$ cat config.mk
export PLATFORM = sky130hd
export DESIGN_NAME = ubs_top
export DESIGN_NICKNAME = d
export VERILOG_FILES = /design/src/logic/ubs_pkg.sv /design/src/logic/ubs_top.sv /design/src/logic/ubs_idle_timer.sv /design/src/logic/ubs_wake_pulse.sv
export SDC_FILE = /design/constraint.sdc
export NUM_CORES = 1
export LEC_CHECK = 0
export BUFFER_PORTS_ARGS = -buffer_cell sky130_fd_sc_hd__buf_2
export CORE_MARGIN = 3
export CORE_UTILIZATION = 40
export DETAILED_ROUTE_END_ITERATION = 12
export SYNTH_ARGS = -nofsm -noshare
export SYNTH_HDL_FRONTEND = slang
export SYNTH_SLANG_ARGS = --single-unit
export TNS_END_PERCENT = 1
$ cat constraint.sdc
create_clock -name core_clk_i -period 5.36 [get_ports core_clk_i]
set_clock_uncertainty 0.05 [all_clocks]
set_input_delay 0.536 -clock core_clk_i [delete_from_list [all_inputs] [get_ports core_clk_i]]
set_output_delay 0.536 -clock core_clk_i [all_outputs]
set_load 0.1 [all_outputs]
$ cat src/logic/ubs_pkg.sv
// package for the usb bus-state and endpoint interrupt-enable block
// assumes a single 40 MHz core clock and an 8-bit register port
package ubs_pkg;

    // clock rate in MHz
    localparam int unsigned CLK_MHZ        = 40;
    // bus idle time before suspend, in microseconds
    localparam int unsigned IDLE_TIME_US   = 3000;
    // idle count: least time, rounds up (exact at 40 MHz)
    localparam int unsigned IDLE_CYC       = IDLE_TIME_US * CLK_MHZ;
    // remote wake-up drive length, in microseconds
    localparam int unsigned WAKE_TIME_US   = 5000;
    // wake count: longest time, rounds down
    localparam int unsigned WAKE_CYC       = WAKE_TIME_US * CLK_MHZ;

    // register indices on the 3-bit address port
    localparam logic [2:0] ADDR_EP_IRQ_EN  = 3'h0;
    localparam logic [2:0] ADDR_BUS_STAT   = 3'h1;
    localparam logic [2:0] ADDR_IRQ_STATUS = 3'h2;
    localparam logic [2:0] ADDR_IRQ_MASK   = 3'h3;
    localparam logic [2:0] ADDR_EP_REQ     = 3'h4;

    // bus status/control bit positions
    localparam int unsigned BS_BUS_SUSPENDED_FLAG        = 0;
    localparam int unsigned BS_WAKE        = 1;
    localparam int unsigned BS_RST         = 2;
    localparam int unsigned BS_RESUME      = 3;
    localparam int unsigned BS_V33         = 4;
    localparam int unsigned BS_PLL         = 5;
    localparam int unsigned BS_PS2         = 6;
    localparam int unsigned BS_URD         = 7;

    // interrupt status bit positions
    localparam int unsigned IS_BUS_SUSPENDED_FLAG        = 0;
    localparam int unsigned IS_RST         = 1;
    localparam int unsigned IS_RESUME      = 2;
    localparam int unsigned IS_EP          = 3;

    // reset values
    localparam logic [3:0] EP_EN_RST       = 4'h0;
    localparam logic [3:0] IMASK_RST       = 4'hF;
    localparam logic       URD_RST         = 1'b1;
    localparam logic [7:0] RDATA_UNMAPPED  = 8'h00;

    // whole state of the top module
    typedef struct packed {
        logic [3:0] ep_en;     // per-endpoint interrupt enables
        logic       bus_suspended_flag;      // bus_suspended_flag
        logic       resume;    // resume indicator
        logic       rst_flag;  // bus_reset_flag
        logic       v33;       // regulator_3v3_output_on
        logic       pll_off;   // pll power-down
        logic       ps2;       // ps2_mode_select
        logic       bus_reset_resets_cpu;       // bus_reset_resets_cpu
        logic [3:0] ep_req;    // endpoint request flags
        logic [3:0] ists;      // sticky interrupt status
        logic [3:0] imask;     // interrupt mask, 1 = pass
        logic [7:0] rdata;     // read data register
        logic       irq;       // interrupt output register
        logic       cpu_rst;   // processor reset request
        logic       act_d;     // activity, one cycle late
    } ubs_state_t;

endpackage

$ cat src/logic/ubs_top.sv
// usb bus-state, remote wake-up and endpoint interrupt-enable logic
// assumes engine inputs synchronous to core_clk_i; 8-bit register port
//
// Behaviour
// per-endpoint interrupt enables, bits 0-3, reset 0
// enable register bits 4-7 read zero
// suspend indicator bit 0, read-only, reset 0
// suspend rising edge raises usb interrupt
// software sets bit 1 to wake host
// bus reset flag follows engine, interrupts on set
// resume indicator bit 3, set interrupts
// resume clears when suspend returns zero
// software enables usb clock, clears deep suspend; not implemented here, no clock-enable or deep-suspend bit exists
// bit 4 switches 3.3 V regulator, reset 0
// bit 5 one powers pll down
// bit 6 selects ps/2 mode, reset 0
// bit 7 lets bus reset reset cpu
// suspend after more than 3 ms idle
// endpoint access sets request flag, interrupt
// request interrupts only when endpoint enabled
//
// Our own choices: the address map and the address-and-strobe port.
module ubs_top #(
    parameter int unsigned IDLE_CYCLES = ubs_pkg::IDLE_CYC,
    parameter int unsigned WAKE_CYCLES = ubs_pkg::WAKE_CYC
) (
    input  wire logic       core_clk_i,
    input  wire logic       rst_n_i,
    // register port
    input  wire logic [2:0] addr_i,
    input  wire logic [7:0] wdata_i,
    input  wire logic       wr_i,
    input  wire logic       rd_i,
    output logic      [7:0] rdata_o,
    // serial interface engine side
    input  wire logic       bus_activity_i,
    input  wire logic       bus_reset_det_i,
    input  wire logic [3:0] ep_access_i,
    // controls and indications
    output logic            usb_irq_o,
    output logic            remote_wake_drive_o,
    output logic            regulator_3v3_output_on_o,
    output logic            pll_power_down_o,
    output logic            ps2_mode_select_o,
    output logic            cpu_reset_req_o,
    output logic            bus_suspended_o
);

    // refuse an idle limit of zero cycles
    initial begin
        if (IDLE_CYCLES < 1 || WAKE_CYCLES < 1) begin
            $error("idle and wake counts must be at least one");
        end
    end

    // sticky write-one-to-clear update; a set in the same cycle wins
    function automatic logic [3:0] w1c(
        input logic [3:0] cur,
        input logic [3:0] set,
        input logic [3:0] clr
    );
        w1c = (cur & ~clr) | set;
    endfunction

    ubs_pkg::ubs_state_t state_reg;   // all registered state
    ubs_pkg::ubs_state_t state_next;  // next value of it

    logic idle;        // quiet-bus limit reached
    logic wake_busy;   // remote wake drive active
    logic wake_start;  // one-cycle start strobe

    // events seen this cycle
    logic       ev_bus_suspended_flag;
    logic       ev_resume;
    logic       ev_rst;
    logic [3:0] ep_set;
    logic       ev_ep;
    logic [3:0] is_set;
    logic       wr_ep_en;
    logic       wr_bs;
    logic       wr_ists;
    logic       wr_mask;
    logic       wr_epreq;
    logic       resume_end;

    // quiet-bus timer for suspend detection
    ubs_idle_timer #(
        .CYCLES (IDLE_CYCLES)
    ) u_idle (
        .core_clk_i (core_clk_i),
        .rst_n_i    (rst_n_i),
        .activity_i (bus_activity_i),
        .idle_o     (idle)
    );

    // wake pulse toward the host
    ubs_wake_pulse #(
        .CYCLES (WAKE_CYCLES)
    ) u_wake (
        .core_clk_i (core_clk_i),
        .rst_n_i    (rst_n_i),
        .start_i    (wake_start),
        .drive_o    (wake_busy)
    );

    // write decode
    always_comb begin
        wr_ep_en = wr_i && (addr_i == ubs_pkg::ADDR_EP_IRQ_EN);
        wr_bs    = wr_i && (addr_i == ubs_pkg::ADDR_BUS_STAT);
        wr_ists  = wr_i && (addr_i == ubs_pkg::ADDR_IRQ_STATUS);
        wr_mask  = wr_i && (addr_i == ubs_pkg::ADDR_IRQ_MASK);
        wr_epreq = wr_i && (addr_i == ubs_pkg::ADDR_EP_REQ);
        // software wake request starts the drive pulse
        wake_start = wr_bs && wdata_i[ubs_pkg::BS_WAKE];
    end

    // event detection
    always_comb begin
        // enter suspend once idle past the limit
        ev_bus_suspended_flag = idle && !state_reg.bus_suspended_flag;
        // first activity while suspended is the host resume
        ev_resume = state_reg.bus_suspended_flag && !state_reg.resume
                    && bus_activity_i;
        // resume signalling ends: bus falls quiet again
        resume_end = state_reg.bus_suspended_flag && state_reg.resume
                     && state_reg.act_d && !bus_activity_i;
        // rising edge of engine bus-reset detection
        ev_rst = bus_reset_det_i && !state_reg.rst_flag;
        // endpoint access sets its flag
        ep_set = ep_access_i;
        // only enabled endpoints raise the interrupt
        ev_ep = |(ep_access_i & state_reg.ep_en);
        is_set = '0;
        is_set[ubs_pkg::IS_BUS_SUSPENDED_FLAG]   = ev_bus_suspended_flag;
        is_set[ubs_pkg::IS_RST]    = ev_rst;
        is_set[ubs_pkg::IS_RESUME] = ev_resume;
        is_set[ubs_pkg::IS_EP]     = ev_ep;
    end

    // next-state logic
    always_comb begin
        state_next = state_reg;
        state_next.act_d = bus_activity_i;

        // endpoint enables, upper bits are not stored
        if (wr_ep_en) begin
            state_next.ep_en = wdata_i[3:0];
        end

        // writable control bits of the bus status register
        if (wr_bs) begin
            state_next.v33     = wdata_i[ubs_pkg::BS_V33];
            state_next.pll_off = wdata_i[ubs_pkg::BS_PLL];
            state_next.ps2     = wdata_i[ubs_pkg::BS_PS2];
            state_next.bus_reset_resets_cpu     = wdata_i[ubs_pkg::BS_URD];
        end

        // suspend set by idle, cleared when resume signalling ends
        if (ev_bus_suspended_flag) begin
            state_next.bus_suspended_flag = 1'b1;
        end else if (resume_end) begin
            state_next.bus_suspended_flag = 1'b0;
        end

        // resume cleared in the same edge that suspend drops
        if (ev_resume) begin
            state_next.resume = 1'b1;
        end else if (resume_end) begin
            state_next.resume = 1'b0;
        end

        // bus reset flag tracks the engine; software writes ignored
        state_next.rst_flag = bus_reset_det_i;

        // request flags, software clears by writing one
        state_next.ep_req = w1c(state_reg.ep_req, ep_set,
                                wr_epreq ? wdata_i[3:0] : 4'h0);

        // sticky interrupt status, write one to clear
        state_next.ists = w1c(state_reg.ists, is_set,
                              wr_ists ? wdata_i[3:0] : 4'h0);
        if (wr_mask) begin
            state_next.imask = wdata_i[3:0];
        end

        // level interrupt while any unmasked status bit is set
        state_next.irq = |(state_next.ists & state_next.imask);

        // bus reset resets the processor only when allowed
        state_next.cpu_rst = state_next.rst_flag && state_next.bus_reset_resets_cpu;

        // read data, valid the cycle after the read strobe
        state_next.rdata = ubs_pkg::RDATA_UNMAPPED;
        if (rd_i) begin
            case (addr_i)
                ubs_pkg::ADDR_EP_IRQ_EN: begin
                    // bits 4-7 have no storage and read zero
                    state_next.rdata = {4'h0, state_reg.ep_en};
                end
                ubs_pkg::ADDR_BUS_STAT: begin
                    state_next.rdata = {state_reg.bus_reset_resets_cpu,
                                        state_reg.ps2,
                                        state_reg.pll_off,
                                        state_reg.v33,
                                        state_reg.resume,
                                        state_reg.rst_flag,
                                        wake_busy,
                                        state_reg.bus_suspended_flag};
                end
                ubs_pkg::ADDR_IRQ_STATUS: begin
                    state_next.rdata = {4'h0, state_reg.ists};
                end
                ubs_pkg::ADDR_IRQ_MASK: begin
                    state_next.rdata = {4'h0, state_reg.imask};
                end
                ubs_pkg::ADDR_EP_REQ: begin
                    state_next.rdata = {4'h0, state_reg.ep_req};
                end
                default: begin
                    // unmapped address reads as zero
                    state_next.rdata = ubs_pkg::RDATA_UNMAPPED;
                end
            endcase
        end
    end

    // state register with reset values
    always_ff @(posedge core_clk_i or negedge rst_n_i) begin
        if (!rst_n_i) begin
            state_reg          <= '0;
            state_reg.ep_en    <= ubs_pkg::EP_EN_RST;
            state_reg.imask    <= ubs_pkg::IMASK_RST;
            state_reg.bus_reset_resets_cpu      <= ubs_pkg::URD_RST;
            state_reg.rdata    <= ubs_pkg::RDATA_UNMAPPED;
        end else begin
            state_reg <= state_next;
        end
    end

    // outputs straight from flip-flops
    assign rdata_o                   = state_reg.rdata;
    assign usb_irq_o                 = state_reg.irq;
    assign remote_wake_drive_o       = wake_busy;
    assign regulator_3v3_output_on_o = state_reg.v33;
    assign pll_power_down_o          = state_reg.pll_off;
    assign ps2_mode_select_o         = state_reg.ps2;
    assign cpu_reset_req_o           = state_reg.cpu_rst;
    assign bus_suspended_o           = state_reg.bus_suspended_flag;

endmodule // ubs_top

$ cat src/logic/ubs_idle_timer.sv
// idle-bus timer: flags when the bus has been quiet too long
// assumes activity input is synchronous to core_clk_i
module ubs_idle_timer #(
    parameter int unsigned CYCLES = ubs_pkg::IDLE_CYC
) (
    input  wire logic core_clk_i,
    input  wire logic rst_n_i,
    input  wire logic activity_i,
    output logic      idle_o
);
    localparam int unsigned CW = $clog2(CYCLES + 1);

    // refuse a count the counter cannot serve
    initial begin
        if (CYCLES < 1) begin
            $error("idle timer needs at least one cycle");
        end
    end

    logic [CW-1:0] cnt_reg;   // quiet cycles so far
    logic          idle_reg;  // quiet longer than the limit

    // count quiet cycles, restart on any activity
    always_ff @(posedge core_clk_i or negedge rst_n_i) begin
        if (!rst_n_i) begin
            cnt_reg  <= '0;
            idle_reg <= 1'b0;
        end else if (activity_i) begin
            cnt_reg  <= '0;
            idle_reg <= 1'b0;
        end else if (cnt_reg == CW'(CYCLES)) begin
            // saturate so a long idle does not wrap
            idle_reg <= 1'b1;
        end else begin
            cnt_reg  <= cnt_reg + CW'(1);
        end
    end

    assign idle_o = idle_reg;
endmodule // ubs_idle_timer

$ cat src/logic/ubs_wake_pulse.sv
// remote wake-up pulse generator: holds the drive for a fixed time
// assumes start_i is a one-cycle strobe from the register port
module ubs_wake_pulse #(
    parameter int unsigned CYCLES = ubs_pkg::WAKE_CYC
) (
    input  wire logic core_clk_i,
    input  wire logic rst_n_i,
    input  wire logic start_i,
    output logic      drive_o
);
    localparam int unsigned CW = $clog2(CYCLES + 1);

    // refuse a zero-length pulse
    initial begin
        if (CYCLES < 1) begin
            $error("wake pulse needs at least one cycle");
        end
    end

    logic [CW-1:0] cnt_reg;    // cycles left to drive
    logic          drive_reg;  // drive active

    // a start while busy is ignored, pulse length stays fixed
    always_ff @(posedge core_clk_i or negedge rst_n_i) begin
        if (!rst_n_i) begin
            cnt_reg   <= '0;
            drive_reg <= 1'b0;
        end else if (start_i && !drive_reg) begin
            cnt_reg   <= CW'(CYCLES - 1);
            drive_reg <= 1'b1;
        end else if (drive_reg) begin
            if (cnt_reg == '0) begin
                drive_reg <= 1'b0;
            end else begin
                cnt_reg <= cnt_reg - CW'(1);
            end
        end
    end

    assign drive_o = drive_reg;
endmodule // ubs_wake_pulse

==> results of run 1 <==
[worst min path at each step]
stage | start | endpoint | slack [ns] | depth (start not counted)
floorplan | rst_n_i | bus_suspended_o | 0.19 | 0
global placement | state_reg[20] | state_reg[20] | 0.42 | 1
detailed placement | state_reg[20] | state_reg[20] | 0.43 | 1
CTS | bus_reset_det_i | state_reg[27] | 0.26 | 1
global route | bus_reset_det_i | state_reg[27] | 0.24 | 1
finish | bus_reset_det_i | state_reg[27] | 0.27 | 1
[final cells by class]
type                    count  area (sq um)
clock inverters             6           134
fillers                   782          4400
inverters                  13          48.8
multi-input cells         234          1570
repair buffers             37           190
clock buffers              10           128
flip-flops and latches     71          1780
well taps                 105           131
[where the power goes]
group	internal [mW]	leakage [nW]	switching [mW]
clock	0.357	0.130	0.204
combinational	0.0694	0.806	0.182
sequential	0.584	0.844	0.0326
[per-stage QoR]
stage	total power [mW]	util	cell area (sq um)	setup WS [ns]	hold WS, ns
floorplan	0.820	-	3520	2.84	0.190
global placement	0.879	0.444	3720	3.24	0.423
detailed placement	0.879	0.444	3720	3.12	0.430
CTS	1.45	0.475	3990	3.11	0.257
global route	1.49	0.475	3990	2.84	0.238
finish	1.43	0.475	3990	3.11	0.268
[cell families (layout without fill, tap and decap cells)]
| kind of cell | Yosys count | in the layout | synth area share |
|---|---|---|---|
| xor+xnor | 11 | 11 | 0.0274 |
| mux | 27 | 27 | 0.0821 |
| flops | 71 | 71 | 0.507 |
| simple gates | 131 | 131 | 0.208 |
| fa+ha+maj | 3 | 3 | 0.0107 |
| buf+inv | 36 | 66 | 0.0473 |
| compound gates | 62 | 62 | 0.118 |
[layer usage]
metal,share of wire,wire [microns],vias up,track usage
li1,-,-,1279,-
met1,0.51,3560,1247,0.221
met2,0.44,3080,42,0.217
met3,0.042,295,7,0.0514
met4,0.0094,66,0,0.0347
met5,0,0,-,0
[critical path: cells and delay by family (launching register included)]
| kind | cells | cell delay, ns |
|---|---|---|
| buf+inv | 1 | 0.07 |
| fa+ha+maj | 1 | 0.22 |
| compound gates | 1 | 0.24 |
| flops | 1 | 0.42 |
| simple gates | 3 | 1.15 |
[layout by cell type, fill, tap and decap left out, types with 11 or more instances in the layout]
cell type	Yosys	final
nand4_1	11	11
buf_2	1	35
dfrtp_1	66	66
mux2_2	15	15
mux2i_1	12	12
inv_1	13	13
nor2_1	21	21
a21oi_1	13	13
o21ai_0	12	12
nand3_1	11	11
nand2_1	26	26
==> qor.txt, run 1 <==
max incr delay on CP = 0.46 ns
Seq cells post-synth = 71
CTS Buffer Depth = 2
wire length of the first global-routing pass = 12100 microns
CP Max Fanout = 5
Synth area leaders = dfrtp_1 (47%), mux2_2 (4.8%), dfstp_2 (3.7%), mux2i_1 (3.4%), nand2_1 (2.8%)
postcts setup bufs = 0
vias in the first global route = 2434
CTS Sinks = 71
Initial Utilization = 0.420
CP arrival = 2.44 ns
CP required = 5.55 ns
Pwr Density = 358 nW/um^2
number of max-cap violations = 0
Least-Margin Pin Slew = 0.886 ns
syn_area_per_cell = 10.3 sq um
gr usage total = 0.151
clock-pin transition on the worst setup and hold timing paths = 0.08 ns
worst hold path type = primary input to flop
First-pass DRT Iterations = 4
hold buffer count at CTS = 0
R2R setup slack = 3.11 ns
IO buf count = 35
number of flip-flops in the largest register = 20
final hold vios = 0
Critical path origin = u_wake.cnt_reg[0]
DP HPWL = 4770 microns
vias per cell = 5.41
Async SR Flop Fraction = 1.00
prevailing post-synth register cell = dfrtp_1
EDFF count, synth = 0
# DRC = 0
largest area contributor in the netlist = dfrtp_1
initial DRC count = 97
setup TNS = 0 ns
Critical R2R Launch = u_wake.cnt_reg[0]
net count after synthesis = 365
Worst Setup EP = u_wake.cnt_reg[16]
final period utilization = 0.420
unrepaired setup endpoints after global routing = false
Die Y = 99.8 microns
Num CTS Buffers = 9
outcome = finished clean
Synth top area share = 0.469
CTS root buffer = clkbuf_8
cells after synthesis = 341
clk_lat worst skew = 0.34 ns
minimum clock period = 2.25 ns
post_cts resized = 0
worst vdd ir = 0.000388 V
Final Routed Wirelength = 7000 microns
Syn Std Cell Area = 3520 sq um
layout cells sized above 1 = 0.208
H-tree depth = 3
Finished Layout Cells = 476
ANT cells = 0
area grow syn2layout = 13.2%
die footprint = 9960 sq um
static leakage = 1.78 nW
Seq/Total Area, Yosys = 0.507
Crit. End Element = flop
Worst R2R End = u_wake.cnt_reg[16]
Synth cell types = 49
Avg WL per Cell = 14.7 microns
FF-to-FF path depth = 6
nets@finish = 390
Remaining Overflow, GRT = 0
Max-slew headroom = 0.410
CP Launch Type = flop
CP Class = flop to flop
most frequent cell after synthesis = dfrtp_1
TritonCTS clock tree = built
synth warn = 0
setup violators final = 0
Die X = 99.8 microns
top cells by count, synth = dfrtp_1 (66), nand2_1 (26), nor2_1 (21), mux2_2 (15), clkbuf_1 (14)
Final Max Slew Viols = 0
Rows = 33
via count = 2575
Ports = 36
GPL Wtd Cong = 0.837
initial antenna violation count = 0
Antenna Nets Post-Route = 0
CP max-delay cell = or4_1
max frequency = 0.444 GHz
CP cell instances = inv_1, ha_1, nor4b_2, nand4_1, or4_1, o311ai_1
largest net degree at the start of global routing = 72
core area = 8380 sq um
dpl cells = 460
Power figures use the tool's default switching activity.
==> run 2, diff against run 1 <==
==> constraint.sdc (replaced) <==
create_clock -name core_clk_i -period 2.16 [get_ports core_clk_i]
set_clock_uncertainty 0.05 [all_clocks]
set_input_delay 0.216 -clock core_clk_i [delete_from_list [all_inputs] [get_ports core_clk_i]]
set_output_delay 0.216 -clock core_clk_i [all_outputs]
set_load 0.1 [all_outputs]
==> run 2 against run 1 <==
  * Fmax increased by 12%
  * Worst setup slack lost 3.0 ns
  * Combinational power rose to 2.6 times the previous value
  * Sequential power rose by 150%
  * Non-clock buffer count rose by 14
  * Count of clock-buffer cells in the layout is 1 lower
  * Final cell count is 2.7% higher
  * First-iteration DRC count grew 43%
  * Global-route usage is 0.36 points higher
  * Sequential share of layout area decreased by 1.4 points
  * Critical path depth fell by 2
  * Die area is the same
  * Critical path type unchanged
==> qor.txt, run 2 (synthesis results as in run 1) <==
setup violators final = 0
dpl cell area = 3810 sq um
nets@finish = 404
Worst R2R End = u_wake.cnt_reg[17]
max frequency = 0.497 GHz
worst hold path type = primary input to flop
Final Routed Wirelength = 7270 microns
CP Class = flop to flop
Max-slew headroom = 0.522
ANT cells = 0
wire length of the first global-routing pass = 12300 microns
# DRC = 0
CP arrival = 2.24 ns
via count = 2611
CTS root buffer = clkbuf_8
unrepaired setup endpoints after global routing = false
clock-pin transition on the worst setup and hold timing paths = 0.07 ns
CP required = 2.38 ns
Crit path depth = 4
Rows = 33
Final Max Slew Viols = 0
vias in the first global route = 2582
minimum clock period = 2.01 ns
Pwr Density = 861 nW/um^2
FF-to-FF path depth = 4
core area = 8380 sq um
R2R setup slack = 0.15 ns
largest net degree at the start of global routing = 72
most frequent cells in the layout = dfrtp_1 (65), buf_2 (35), nand2_1 (26)
CTS Sinks = 71
CP Max Fanout = 5
final period utilization = 0.931
clk_lat worst skew = 0.35 ns
IO buf count = 35
WP buf/inv = 0
CP top delay family = simple AND/OR/NAND/NOR gates
Avg WL per Cell = 14.9 microns
TritonCTS clock tree = built
max incr delay on CP = 0.55 ns
commonest non-fill, non-tap cell in the layout = dfrtp_1
layout cells sized above 1 = 0.232
hold_sp = ep_access_i[1]
CP max-delay cell = or4_1
Die X = 99.8 microns
Antenna Nets Post-Route = 0
die footprint = 9960 sq um
Ports = 36
fin area = 4120 sq um
gr usage total = 0.155
Critical R2R Launch = u_wake.cnt_reg[6]
CTS Buffer Depth = 2
number of flip-flops in the largest register = 20
Crit. End Element = flop
static leakage = 1.85 nW
GPL Wtd Cong = 0.838
area grow syn2layout = 17.1%
worst vdd ir = 0.000827 V
H-tree depth = 3
CP cell instances = or3_1, or4_1, or4_1, nand3_1
DP HPWL = 4970 microns
CP dominant cell by count = or4_1
Initial Utilization = 0.420
number of max-cap violations = 0
final hold vios = 0
CP Launch Type = flop
vias per cell = 5.34
postcts setup bufs = 0
outcome = finished clean
setup TNS = 0 ns
initial antenna violation count = 0
Critical path origin = u_wake.cnt_reg[6]
Remaining Overflow, GRT = 0
initial DRC count = 139
First-pass DRT Iterations = 4
Die Y = 99.8 microns
Least-Margin Pin Slew = 0.707 ns
Num CTS Buffers = 9
Worst Setup EP = u_wake.cnt_reg[17]
[run 2: how the worst min path moves through the flow]
stage                               endpoint  slack (ns)  cells after the start
final                          state_reg[20]        0.02                      2
after floorplan              bus_suspended_o       -0.13                      0
after detailed placement  u_wake.cnt_reg[16]        0.23                      2
after global routing           state_reg[20]        0.01                      2
after CTS                      state_reg[20]       0.004                      2
after global placement    u_wake.cnt_reg[16]        0.22                      2
[run 2: timing repair]
| action | CTS | global route |
|---|---|---|
| gates resized for setup | 0 | 3 |
| hold endpoints to repair | 70 | 0 |
| endpoints found under the setup margin | 0 | 8 |
| hold buffers | 5 | 0 |
[run 2: final cells by class]
| type | instances | area, sq um |
|---|---|---|
| Sequential cell | 71 | 1790 |
| Inverter | 13 | 48.8 |
| Tap cell | 105 | 131 |
| Clock inverter | 6 | 134 |
| Timing Repair Buffer | 51 | 320 |
| Fill cell | 796 | 4260 |
| Clock buffer | 9 | 124 |
| Multi-Input combinational cell | 234 | 1580 |
[run 2: per-layer routing]
layer	wire length [microns]	GRT usage	up-vias	part of all wire
li1	-	-	1304	-
met1	3640	0.224	1265	0.50
met2	3310	0.226	36	0.46
met3	251	0.0459	6	0.035
met4	64	0.0441	0	0.0088
met5	0	0	-	0
[run 2: through the flow]
| step | setup slack [ns] | utilization | cells | total power, mW | hold slack (ns) |
|---|---|---|---|---|---|
| 6_report | 0.148 | 0.492 | 489 | 3.55 | 0.0192 |
| 3_3_place_gp | 0.127 | 0.454 | 469 | 2.19 | 0.224 |
| 5_1_grt | 0.0819 | 0.492 | 489 | 3.71 | 0.0142 |
| 4_1_cts | 0.0449 | 0.491 | 489 | 3.60 | 0.00358 |
| 3_5_place_dp | 0.0622 | 0.454 | 469 | 2.19 | 0.226 |
| 2_1_floorplan | -0.00731 | - | 341 | 2.03 | -0.130 |
[run 2: report_power, final]
group          total [mW]  switching (mW)  leakage, nW  internal [mW]
clock                1.38           0.504        0.129          0.877
combinational       0.641           0.459        0.879          0.182
sequential           1.53          0.0798        0.844           1.45
total                3.55            1.04         1.85           2.51
